`src/hdl/event_timer_consts.svh`:
```
// constants for the event timer: reset values, counter landmarks, filter depth
// assumes inclusion by bare name from the design file
`ifndef EVENT_TIMER_CONSTS_SVH
`define EVENT_TIMER_CONSTS_SVH

// ----------------------------------------------------------------------------
// counter landmarks
// ----------------------------------------------------------------------------
`define BOTTOM_VAL 16'h0000
`define MAX_VAL 16'hFFFF

// ----------------------------------------------------------------------------
// reset values and timing counts
// ----------------------------------------------------------------------------
`define CNT_RST 16'h0000
`define CAPTURE_COMPARE_VALUE_RST 16'h0000
`define FILT_SAMPLES 4
`define SS_SYNC_DLY 2

`endif

```
`src/hdl/event_timer_pkg.sv`:
```
// types shared by the event timer: mode encoding, phases, config and access carriers
// assumes nothing of its surroundings
`default_nettype none

package event_timer_pkg;

	// eight operating modes, encoding in declaration order
	typedef enum logic [2:0] {
		MODE_PERIODIC, MODE_TIMEOUT, MODE_CAPTURE_FLAG_EVENT, MODE_FREQ,
		MODE_PULSE_WIDTH, MODE_FREQ_PW, MODE_SINGLE_SHOT, MODE_PWM8
	} timer_mode_e;

	// sequence of the combined frequency and pulse-width measurement
	typedef enum logic [1:0] {FP_IDLE, FP_HIGH, FP_LOW, FP_DONE} fp_phase_e;

	typedef struct packed {
		logic enable;
		timer_mode_e timer_mode_select;
		logic edge_sel;
		logic filter_en;
		logic capture_flag_ei;
		logic async_en;
		logic waveform_output_enable;
		logic output_initial_level;
		logic capture_flag_int_en;
		logic prescale_div2;
	} cfg_s;

	typedef struct packed {
		logic cnt_wr;
		logic [15:0] cnt_wdata;
		logic capture_compare_value_wr;
		logic [15:0] capture_compare_value_wdata;
		logic capture_compare_value_lo_rd;
		logic flag_clr;
	} sw_s;

endpackage

`default_nettype wire

```
`src/hdl/event_timer.sv`:
```
// 16-bit event timer with periodic, time-out, capture, single-shot and 8-bit pwm modes
// assumes config and software strobes are synchronous to clk_sys; event_in is not
//
// How it works
// - periodic mode counts to compare value, flags, then restarts from zero
// - compare lowered below count: counter runs to all-ones and wraps
// - time-out mode starts on selected edge, freezes on the opposite edge
// - time-out mode flags when count meets compare before the stop edge
// - frozen time-out counter restarts on start edge; reads have no side effect
// - capture mode counts freely and copies count on each selected edge
// - reading compare low byte clears the flag in capture modes
// - frequency mode captures count then restarts on each selected edge
// - pulse-width mode restarts on rise, captures and flags on fall
// - combined mode: start on rise, capture on fall, stop and flag on rise
// - single-shot: output low when stopped, high while counting to compare
// - single-shot ignores events during the low hold after stopping
// - synchronous single-shot output rises two cycles after the event
// - single-shot trigger: any edge with edge select set, else rising only
// - asynchronous single-shot sets output at once, counter starts later
// - pwm: low byte is period minus one, high byte is high time
// - output enable drives waveform to pin, otherwise no waveform
// - other modes drive the initial output level
// - noise filter passes input after four equal samples
// - bottom is count zero
// - max is all ones, where the counter wraps
// - interrupt asserted while enabled and flag set
`include "event_timer_consts.svh"
`default_nettype none

module event_timer #(
	parameter int FILT_LEN = `FILT_SAMPLES
) (
	input wire logic clk_sys,
	input wire logic rst,
	input wire event_timer_pkg::cfg_s cfg,
	input wire event_timer_pkg::sw_s sw,
	input wire logic event_in,
	output logic [15:0] count_value,
	output logic [15:0] capture_compare_value,
	output logic capture_flag,
	output logic capture_flag_event,
	output logic irq,
	output logic running,
	output logic wave_pin,
	output logic wave_drive
);

	// ------------------------------------------------------------------------
	// event input: synchroniser, noise filter, edge detect
	// ------------------------------------------------------------------------
	logic [1:0] sync_q;
	logic [FILT_LEN-1:0] samp_q;
	logic filt_q;
	logic lvl_q;

	// first stage is read only by the second stage
	always_ff @(posedge clk_sys or posedge rst) begin
		if (rst) begin
			sync_q <= 2'h0;
			samp_q <= '0;
			filt_q <= 1'b0;
			lvl_q <= 1'b0;
		end else begin
			sync_q <= {sync_q[0], event_in};
			samp_q <= {samp_q[FILT_LEN-2:0], sync_q[1]};
			if (!cfg.filter_en)
				filt_q <= sync_q[1];
			else if (&samp_q || ~|samp_q)
				filt_q <= samp_q[0];
			lvl_q <= filt_q;
		end
	end

	wire rise = cfg.capture_flag_ei & filt_q & ~lvl_q;
	wire fall = cfg.capture_flag_ei & ~filt_q & lvl_q;
	wire sel_edge = cfg.edge_sel ? fall : rise;
	wire opp_edge = cfg.edge_sel ? rise : fall;
	wire ss_trig = cfg.edge_sel ? (rise | fall) : rise;

	// ------------------------------------------------------------------------
	// prescaler and mode decode
	// ------------------------------------------------------------------------
	logic pre_q;
	logic en_q;
	logic [15:0] cnt_q, cnt_d, capture_compare_value_q, capture_compare_value_d;
	logic run_q, run_d, wave_q, wave_d, hold_q, hold_d, arm_q, arm_d;
	logic flag_q, ss_dly_q, set;
	event_timer_pkg::fp_phase_e phase_q, phase_d;

	// one counter tick per clk_sys, or every second one when divided
	wire tick = cfg.enable & (~cfg.prescale_div2 | pre_q);
	wire [2:0] mode_bits = cfg.timer_mode_select;
	wire m_single = mode_bits == event_timer_pkg::MODE_SINGLE_SHOT;
	wire m_pwm = mode_bits == event_timer_pkg::MODE_PWM8;
	wire m_capture = mode_bits inside {event_timer_pkg::MODE_CAPTURE_FLAG_EVENT,
		event_timer_pkg::MODE_FREQ, event_timer_pkg::MODE_PULSE_WIDTH,
		event_timer_pkg::MODE_FREQ_PW};
	wire at_top = cnt_q == capture_compare_value_q;
	wire [15:0] cnt_inc = cnt_q + 16'h0001; // wraps past `MAX_VAL
	wire ss_go = cfg.enable & m_single & ss_trig & ~run_q & ~hold_q & ~ss_dly_q;
	wire ss_boot = cfg.enable & ~en_q & m_single & ~at_top; // count at compare stays idle
	// a read that collides with a new capture leaves the flag set
	wire clr = sw.flag_clr | (sw.capture_compare_value_lo_rd & m_capture);
	wire flag_d = set | (flag_q & ~clr);
	wire [7:0] pwm_next = (cnt_q[7:0] == capture_compare_value_q[7:0]) ? 8'h00 : cnt_q[7:0] + 8'h01;

	// ------------------------------------------------------------------------
	// counter and waveform next state
	// ------------------------------------------------------------------------
	always_comb begin
		cnt_d = cnt_q;
		capture_compare_value_d = capture_compare_value_q;
		run_d = run_q;
		wave_d = cfg.output_initial_level;
		hold_d = hold_q;
		arm_d = arm_q;
		phase_d = phase_q;
		set = 1'b0;
		if (!cfg.enable) begin
			run_d = 1'b0;
			hold_d = 1'b0;
			phase_d = event_timer_pkg::FP_IDLE;
			if (m_single || m_pwm)
				wave_d = 1'b0;
		end else begin
			unique case (cfg.timer_mode_select)
				event_timer_pkg::MODE_PERIODIC: begin
					run_d = 1'b1;
					if (tick && at_top) begin
						set = 1'b1;
						cnt_d = `BOTTOM_VAL;
					end else if (tick) begin
						cnt_d = cnt_inc;
					end
				end
				event_timer_pkg::MODE_TIMEOUT: begin
					if (sel_edge && !run_q) begin
						cnt_d = `BOTTOM_VAL;
						run_d = 1'b1;
					end else if (opp_edge && run_q) begin
						run_d = 1'b0;
					end else if (run_q && tick) begin
						set = at_top;
						cnt_d = cnt_inc;
					end
				end
				event_timer_pkg::MODE_CAPTURE_FLAG_EVENT: begin
					run_d = 1'b1;
					if (sel_edge) begin
						capture_compare_value_d = cnt_q;
						set = 1'b1;
					end
					if (tick)
						cnt_d = cnt_inc;
				end
				event_timer_pkg::MODE_FREQ: begin
					run_d = 1'b1;
					if (sel_edge) begin
						capture_compare_value_d = cnt_q;
						cnt_d = `BOTTOM_VAL;
						set = 1'b1;
					end else if (tick) begin
						cnt_d = cnt_inc;
					end
				end
				event_timer_pkg::MODE_PULSE_WIDTH: begin
					run_d = 1'b1;
					if (rise) begin
						cnt_d = `BOTTOM_VAL;
						arm_d = 1'b1;
					end else if (fall && arm_q) begin
						capture_compare_value_d = cnt_q;
						set = 1'b1;
						arm_d = 1'b0;
					end else if (tick) begin
						cnt_d = cnt_inc;
					end
				end
				event_timer_pkg::MODE_FREQ_PW: begin
					unique case (phase_q)
						event_timer_pkg::FP_IDLE: if (rise) begin
							cnt_d = `BOTTOM_VAL;
							run_d = 1'b1;
							phase_d = event_timer_pkg::FP_HIGH;
						end
						event_timer_pkg::FP_HIGH: if (fall) begin
							capture_compare_value_d = cnt_q;
							phase_d = event_timer_pkg::FP_LOW;
						end
						event_timer_pkg::FP_LOW: if (rise) begin
							run_d = 1'b0;
							set = 1'b1;
							phase_d = event_timer_pkg::FP_DONE;
						end
						event_timer_pkg::FP_DONE: if (!flag_q)
							phase_d = event_timer_pkg::FP_IDLE; // count held until read
					endcase
					if (run_q && run_d && tick)
						cnt_d = cnt_inc;
				end
				event_timer_pkg::MODE_SINGLE_SHOT: begin
					wave_d = wave_q;
					if (ss_boot || ss_dly_q) begin
						cnt_d = ss_dly_q ? `BOTTOM_VAL : cnt_q;
						run_d = 1'b1;
						wave_d = 1'b1;
					end else if (run_q && tick && at_top) begin
						run_d = 1'b0;
						wave_d = 1'b0;
						hold_d = 1'b1; // low for at least one tick
						set = 1'b1;
					end else if (run_q && tick) begin
						cnt_d = cnt_inc;
					end else if (hold_q && tick) begin
						hold_d = 1'b0;
					end
					if (ss_go && cfg.async_en)
						wave_d = 1'b1;
				end
				event_timer_pkg::MODE_PWM8: begin
					run_d = 1'b1;
					wave_d = wave_q;
					if (tick) begin
						cnt_d = {8'h00, pwm_next};
						if (pwm_next == capture_compare_value_q[15:8])
							wave_d = 1'b0;
						else if (pwm_next == 8'h00)
							wave_d = 1'b1;
					end
				end
			endcase
		end
		// software writes win over counting and capture
		if (sw.cnt_wr)
			cnt_d = sw.cnt_wdata;
		if (sw.capture_compare_value_wr)
			capture_compare_value_d = sw.capture_compare_value_wdata;
	end

	// ------------------------------------------------------------------------
	// state registers
	// ------------------------------------------------------------------------
	always_ff @(posedge clk_sys or posedge rst) begin
		if (rst) begin
			pre_q <= 1'b0;
			en_q <= 1'b0;
			cnt_q <= `CNT_RST;
			capture_compare_value_q <= `CAPTURE_COMPARE_VALUE_RST;
			run_q <= 1'b0;
			wave_q <= 1'b0;
			hold_q <= 1'b0;
			arm_q <= 1'b0;
			phase_q <= event_timer_pkg::FP_IDLE;
			ss_dly_q <= 1'b0;
		end else begin
			pre_q <= cfg.enable & ~pre_q;
			en_q <= cfg.enable;
			cnt_q <= cnt_d;
			capture_compare_value_q <= capture_compare_value_d;
			run_q <= run_d;
			wave_q <= wave_d;
			hold_q <= hold_d;
			arm_q <= arm_d;
			phase_q <= phase_d;
			ss_dly_q <= ss_go; // one stage plus the launch edge
		end
	end

	// ------------------------------------------------------------------------
	// flag, event, interrupt and pin outputs
	// ------------------------------------------------------------------------
	logic capture_flag_event_q, irq_q, wave_pin_q, wave_drive_q;

	always_ff @(posedge clk_sys or posedge rst) begin
		if (rst) begin
			flag_q <= 1'b0;
			capture_flag_event_q <= 1'b0;
			irq_q <= 1'b0;
			wave_pin_q <= 1'b0;
			wave_drive_q <= 1'b0;
		end else begin
			flag_q <= flag_d;
			capture_flag_event_q <= set;
			irq_q <= cfg.capture_flag_int_en & flag_d;
			wave_pin_q <= cfg.waveform_output_enable & wave_d;
			wave_drive_q <= cfg.waveform_output_enable;
		end
	end

	assign count_value = cnt_q;
	assign capture_compare_value = capture_compare_value_q;
	assign capture_flag = flag_q;
	assign capture_flag_event = capture_flag_event_q;
	assign irq = irq_q;
	assign running = run_q;
	assign wave_pin = wave_pin_q;
	assign wave_drive = wave_drive_q;
endmodule // event_timer

`default_nettype wire

```
`config.mk`:
```
export PLATFORM = sky130hd
export DESIGN_NAME = event_timer
export DESIGN_NICKNAME = d
export VERILOG_FILES = /design/src/hdl/event_timer_pkg.sv /design/src/hdl/event_timer.sv
export VERILOG_INCLUDE_DIRS = /design/src /design/src/hdl
export SDC_FILE = /design/constraint.sdc
export NUM_CORES = 1
export LEC_CHECK = 0
export ABC_AREA = 1
export BUFFER_PORTS_ARGS = -buffer_cell sky130_fd_sc_hd__buf_2
export CAP_MARGIN = 40
export CORE_MARGIN = 2
export CORE_UTILIZATION = 35
export DETAILED_ROUTE_END_ITERATION = 7
export MAX_ROUTING_LAYER = met4
export PLACE_DENSITY = 0.54
export SLEW_MARGIN = 0
export SYNTH_ARGS = -nofsm -noshare
export SYNTH_HDL_FRONTEND = slang
export SYNTH_SLANG_ARGS = --single-unit
```
`constraint.sdc`:
```
create_clock -name clk_sys -period 2.49 [get_ports clk_sys]
set_clock_uncertainty 0.15 [all_clocks]
set_input_delay 0.1245 -clock clk_sys [delete_from_list [all_inputs] [get_ports clk_sys]]
set_output_delay 0.1245 -clock clk_sys [all_outputs]
set_load 0.02 [all_outputs]
```
==> results of run 1 <==
-- registers in the layout (all words and copies together), names as in the netlist, 2 cells and up --
| name | flops |
|---|---|
| samp_q | 4 |
| capture_compare_value | 16 |
| count_value | 16 |
| phase_q | 2 |
| sync_q | 2 |
-- area by class of cell --
type | instances | share of cell area [%]
Multi-Input combinational cell | 536 | 45.14
Sequential cell | 54 | 23.23
Timing Repair Buffer | 162 | 19.34
Inverter | 85 | 5.673
Tap cell | 172 | 3.696
Clock buffer | 5 | 2.149
Clock inverter | 3 | 0.7735
-- metrics by stage --
step | instances | cell area (um^2) | util [%] | hold WS [ns]
after CTS | 1017 | 5792 | 46.46 | 0.001885
after floorplan | 699 | 4423 | - | 0.005930
final | 1017 | 5823 | 46.71 | 0.004217
after global routing | 1017 | 5823 | 46.71 | 0.02124
after detailed placement | 970 | 5231 | 41.97 | 0.05546
after global placement | 969 | 5216 | 41.84 | 0.04834
-- worst max-delay path by stage --
stage,start,end,depth (start not counted)
CTS,count_value[0]$_DFFE_PP0P_,wave_pin$_DFF_PP0_,13
global route,count_value[7]$_DFFE_PP0P_,count_value[0]$_DFFE_PP0P_,17
floorplan,count_value[0]$_DFFE_PP0P_,count_value[5]$_DFFE_PP0P_,18
finish,count_value[0]$_DFFE_PP0P_,wave_pin$_DFF_PP0_,10
global placement,count_value[0]$_DFFE_PP0P_,wave_pin$_DFF_PP0_,13
detailed placement,count_value[0]$_DFFE_PP0P_,wave_pin$_DFF_PP0_,13
-- routing by layer --
layer / up-vias / track usage (%) / routed length (um)
met5: - / - / 0
met4: 0 / 6.746 / 238
met3: 17 / 3.633 / 747
met2: 130 / 39.15 / 7315
met1: 2356 / 32.45 / 7344
li1: 2529 / - / -
-- power breakdown --
part           internal [mW]  total (mW)  switching (mW)
logic                  0.470        1.23           0.765
registers              0.969        1.07           0.102
clock network          0.475       0.828           0.353
-- Yosys cell counts (2+ instances only) --
cell type | instances | share of area (%)
buf_4 | 2 | 0.34
buf_6 | 3 | 0.76
ha_1 | 5 | 1.4
nand2_4 | 2 | 0.51
o21ai_0 | 46 | 5.2
nor2_2 | 8 | 1.1
inv_2 | 4 | 0.34
o22ai_1 | 7 | 0.99
a21boi_0 | 2 | 0.34
buf_2 | 9 | 1.0
or2_2 | 16 | 2.3
o211ai_1 | 16 | 2.7
a211oi_1 | 2 | 0.34
nand2_2 | 5 | 0.71
and2_1 | 4 | 0.57
nor3_1 | 6 | 0.68
xnor2_1 | 5 | 0.99
dfrtp_1 | 54 | 31
clkbuf_1 | 9 | 0.76
nor2_1 | 49 | 4.2
nand3b_1 | 6 | 1.0
a31oi_1 | 2 | 0.28
inv_1 | 77 | 6.5
xor2_1 | 14 | 2.8
nand2_1 | 241 | 20
a21oi_1 | 16 | 1.8
nand3_1 | 67 | 7.6
nand4_1 | 7 | 0.99
inv_4 | 2 | 0.28
-- cell families (layout without fill, tap and decap cells) --
group	count (synthesis)	count (layout)	share of synthesized area, %
xor+xnor	19	19	3.762
compound gates	98	98	12.93
fa+ha+maj	5	5	1.414
flops	54	54	30.55
buf+inv	109	255	10.69
simple gates	414	414	40.65
-- worst max-delay path: stages (launching register included) --
cell and delay [ns]:
dfrtp_2 0.49, ha_1 0.25, nand3_1 0.21, xor2_1 0.46
nand2_1 0.11, nand2_1 0.08, nand3_1 0.07, nor2_1 0.14
nand3_1 0.09, nand2_1 0.09, a21oi_1 0.06
-- what timing repair did --
item / in CTS / in global routing
buffers inserted: 0 / 0
gates resized for setup: 0 / 9
setup endpoints to repair: 0 / 12
hold buffers: 39 / 0
endpoints found under the hold margin: 92 / 0
==> metrics list, run 1 <==
* Result of the run: completed
* Initial standard-cell utilization of the core: 35.48%
- The path class of the tightest hold or removal check is in -> reg.
- The worst hold path begins at sw[25].
- In the routed layout, each cell is associated on average with a via count of 4.948.
* Clk Tree Root Cell: clkbuf_16
- A synthesized cell averages 6.328 um^2.
- Remaining design rule violation count: 0
- TritonCTS built the clock tree.
- For this run, the top clock speed supported by timing is 433.1 MHz.
- Instance count of the mapped netlist: 699
- Measured against its own limit, the worst slew margin works out to 66.27%.
* Final worst path period need: 2.309 ns
- For the worst setup path, the data required time is 2.53 ns.
* Via count of the first global-routing pass: 4657
* Hold Fails Final Rpt: 0
- Netlist cell types: 42
- For this block, the via count after detailed routing is 5032.
* CTS HTree Levels: 2
- Final setup vio count: 0
- The worst register-to-register path ends at wave_pin$_DFF_PP0_.
* CTS clock-pin slew for the worst setup and hold paths: 0.08 ns
- Reg-to-reg startpoint: count_value[0]$_DFFE_PP0P_
* DP Wirelength: 11670 um
* Sum of negative setup slack: 0 ns
* Area enclosed by the die boundary: 0.01355 mm^2
- Count of flip-flops with a built-in enable after synthesis: 0
- Die X: 116.4 um
* Number of clock buffers inserted by TritonCTS: 5
* Wire length of the first global-routing pass: 24380 um
- Cell area power density: 538.1 mW/mm^2
- Worst setup path category: reg -> reg
* Layout Nets: 900
- In this run the register-to-register setup slack is 0.18 ns.
- Register cell area after layout: 0.001353 mm^2
- The top cell types in the final layout, fill and taps aside, are 240 x nand2_1, 88 x buf_2, 76 x inv_1.
- In the finished design, the share of the clock period the worst path needs comes to 92.72%.
- Violation count after the first detailed-routing iteration: 293
- The synthesized netlist occupies a cell area of 0.004423 mm^2.
- Synthesis-stage register bit count: 54
- For this run, asynchronously set or reset flops after synthesis account for 100.0%.
* Max-slew violation count: 0
* Multi-input gate area: 0.002629 mm^2
* Detailed-routing iteration count for the pre-antenna-repair pass: 5
* Sinks on Clock Net: 54
* Worst Max-Slew Pin Slew: 0.5042 ns
- For this run, the number of Yosys warnings is 0.
- Reg2Reg Depth: 10
- Leakage power figure: 3.004 nW
- Crit start category: register
- IR analysis of the VDD net gives a maximum drop of 304.9 uV.
- Pre-CTS setup slack: 0.07986 ns
- Antenna cell count: 0
* End point of the most critical hold path: count_value[6]$_DFFE_PP0P_
- Setup repair after global routing left no endpoint under its margin.
- Data arrival time at the worst-slack endpoint: 2.35 ns
* Sequential element share of the synthesized area: 30.55%
- Total wire length after detailed routing: 15650 um
- Max cap viols: 0
* Area Growth Syn to Fin: 31.65%
* Overall fraction of global-route tracks in use: 24.48%
* Most common cell after layout, fill and taps aside: nand2_1
* Grt total ovfl: 0
- Maximum number of pins on one net before global-route repair: 55
- After floorplanning, the core was divided into 41 placement rows.
- The die is 116.4 um tall.
- Initial antenna violation count: 0
- Counting every net in the synthesized netlist gives 755.
* Area of the core: 0.01247 mm^2
- Clock latency on the worst-skew pair: 0.31 ns
- Along the worst path, the maximum fanout reaches 9.
- The clock passes through at most 2 buffers.
* Primary flip-flop cell chosen by synthesis mapping: dfrtp_1
- Overall power: 3.134 mW
- Port buffering added 88 buffers.
* Worst hold stages: 4
- Filler cells: 1312
- Worst path setup slack after routing: 0.1812 ns
* Antenna-violating nets left: 0
- In the final routed layout, each cell accounts on average for 15.38 um.
- STA classifies the critical path endpoint as a register.
- IO Pins: 89
- Routability-driven placement finished with a final weighted congestion of 0.9156.
- Cells with a size suffix above 1 make up 21.07% of the layout.
Note: power is estimated with default switching activity, not from simulation.
==> run 2, diff against run 1 <==
- PLACE_DENSITY: 0.54 -> default
- RECOVER_POWER: default -> 50
==> metrics list, run 2 (synthesis results as in run 1) <==
- Number of standard cells in the final layout excluding fillers: 1006 (-1.1%)
- The effective utilization at floorplan came to 35.48% (unchanged).
* Max-slew violation count: 0 (unchanged)
* Layout Nets: 889 (-1.2%)
- The maximum VDD drop is 314.5 uV (+3.1%).
- Vias per std cell: 4.880 (-1.4%)
- The placed wire-length estimate after detailed placement is 10590 um (-9.3%).
- Crit path from: count_value[1]$_DFFE_PP0P_
- The critical path arrival came to 2.38 ns (+0.03 ns).
- Violation count after the first detailed-routing iteration: 271 (-7.5%)
- TritonCTS built the clock tree.
* Reg-to-reg startpoint: count_value[1]$_DFFE_PP0P_
* Worst Max-Slew Pin Slew: 1.411 ns (+0.9069 ns)
- Compared with the post-synthesis result, the final layout area differs by 27.13%.
* Filler cells: 1340 (+2.1%)
- The power per cell area is 545.7 mW/mm^2 (+1.4%).
- The later-pin clock latency in the skew report was 0.31 ns (about the same).
* Reg2Reg Depth: 10 (unchanged)
- The number of buffer cells added on primary ports is 88 (unchanged).
- The maximum clock frequency was 428.5 MHz (-1.1%).
- Area enclosed by the die boundary: 0.01355 mm^2 (unchanged)
* Most common cell after layout, fill and taps aside: nand2_1
* Maximum fanout count along the critical path: 7 (-2)
* Maximum buffer depth of the clock tree: 2 (unchanged)
- The number of antenna violations at the first check in global routing came to 0 (unchanged).
* Crit start category: register
- Worst setup path category: reg -> reg
* Clk Tree Root Cell: clkbuf_16
- Worst hold path type: in -> reg
- Share of cells above drive strength 1: 15.23% (-5.8 points)
* CTS clock-pin slew for the worst setup and hold paths: 0.08 ns (about the same)
- Required arrival time at the worst endpoint: 2.54 ns (about the same)
- Remaining design rule violation count: 0 (unchanged)
- Wire length per cell after detailed routing: 14.53 um (-5.6%)
* Grt total ovfl: 0 (unchanged)
* Final setup vio count: 0 (unchanged)
- Buffers inserted during post-CTS setup optimization: 0 (unchanged)
* Antenna cell count: 0 (unchanged)
* RD Place Congestion: 0.9526 (+4.0%)
- The total negative slack was 0 ns (unchanged).
* DIE HEIGHT: 116.4 um (unchanged)
* Number of clock buffers inserted by TritonCTS: 5 (unchanged)
* Hold Fails Final Rpt: 0 (unchanged)
- The number of optimization iterations in the first detailed-route pass was 5 (unchanged).
- Inst Count DP: 960 (-1.0%)
- The depth of the CTS H-tree was 2 (unchanged).
- Worst R2R Setup Slack: 0.16 ns (-0.02 ns)
* Antenna-violating nets left: 0 (unchanged)
- The number of global-route vias before repair is 4599 (-1.2%).
- The largest net degree at the start of global routing came to 55 (unchanged).
- The minimum clock period came to 2.334 ns (+0.02482 ns).
- Max cap viols: 0 (unchanged)
- Leakage power figure: 2.826 nW (-5.9%)
- Area of the core: 0.01247 mm^2 (unchanged)
* Die X: 116.4 um (unchanged)
- The row count came to 41 (unchanged).
- Total wire length after detailed routing: 14620 um (-6.6%)
- Commonest cells after routing, fill and taps aside: 240 x nand2_1, 77 x inv_1, 67 x nand3_1
- The total vias in the final route is 4909 (-2.4%).
- The worst setup path is captured at a register.
* Critical path destination: wave_pin$_DFF_PP0_
* Sinks on Clock Net: 54 (unchanged)
- The count of boundary I/O pins was 89 (unchanged).
* Rel. slew slack: 5.926% (-60 points)
* Overall fraction of global-route tracks in use: 23.11% (-1.4 points)
- The worst register-to-register path ends at wave_pin$_DFF_PP0_.
* Unrepaired setup endpoints after global routing: false
* Result of the run: completed
- Final worst path period share: 93.72% (+1.0 points)
- The first-pass GRT wire length came to 23280 um (-4.5%).
-- run 2: changes by cell type in the layout (fill, tap and decap cells not counted), moves of 2 or more --
cell / previous run / this run
clkinvlp_4: 2 / 0
clkbuf_1: 0 / 37
buf_4: 32 / 21
inv_6: 1 / 3
buf_2: 88 / 54
buf_12: 2 / 0
nor2_4: 2 / 0
nor2_2: 6 / 8
-- run 2: area by class of cell --
class                      instances  area (um^2)  area share, %
clock inverter                     3        47.55         0.8456
sequential                        54         1351          24.03
tap                              172        215.2          3.827
clock buffer                       5        125.1          2.225
inverter                          85        330.3          5.875
multi-input combinational        536         2601          46.26
timing repair buffer             151        952.2          16.93
-- run 2: what timing repair did --
| item | 4_1_cts | 5_1_grt |
|---|---|---|
| gates resized for setup | 0 | 2 |
| endpoints found under the setup margin | 0 | 17 |
| hold endpoints to repair | 91 | 0 |
| hold buffers | 38 | 0 |
-- run 2: power breakdown --
group          switching, mW  internal [mW]
combinational          0.717          0.412
sequential             0.118          0.968
clock                  0.370          0.483
-- run 2: critical path: stages, from the launching register on --
cell	delay (ns)
dfrtp_1	0.48
ha_1	0.24
nand3_1	0.18
nor2_2	0.27
xor2_1	0.24
nand2_1	0.14
xnor2_1	0.15
nor2_1	0.10
nand3_1	0.08
nand2_1	0.11
a21oi_1	0.08
-- run 2: worst min-delay path by stage --
| stage | from | to | slack, ns | depth (start not counted) |
|---|---|---|---|---|
| 2_1_floorplan | cfg[11] | en_q$_DFF_PP0_ | 0.006 | 0 |
| 3_3_place_gp | event_in | sync_q[0]$_DFF_PP0_ | 0.09 | 1 |
| 3_5_place_dp | event_in | sync_q[0]$_DFF_PP0_ | 0.09 | 1 |
| 4_1_cts | sw[20] | count_value[1]$_DFFE_PP0P_ | 0.004 | 4 |
| 5_1_grt | sw[19] | count_value[0]$_DFFE_PP0P_ | 0.03 | 4 |
| 6_report | sw[32] | count_value[13]$_DFFE_PP0P_ | 0.002 | 4 |
-- run 2: per-layer routing --
metal	GRT usage, %	vias to the layer above	wire length, um
met5	-	-	0
met3	3.788	16	670
met1	28.99	2265	6574
met4	6.032	0	201
met2	38.84	119	7171
li1	-	2509	-
-- run 2: through the flow --
step	hold slack, ns	util [%]	worst slack [ns]	total power, mW	cell area [um^2]
6_report	0.001508	45.11	0.1564	3.068	5623
5_1_grt	0.03119	45.11	0.01108	3.269	5623
4_1_cts	0.004290	45.54	0.1007	3.104	5677
3_5_place_dp	0.08505	41.10	0.2025	2.200	5124
3_3_place_gp	0.08773	41.10	0.1873	2.195	5124
2_1_floorplan	0.005930	-	0.4177	1.833	4423
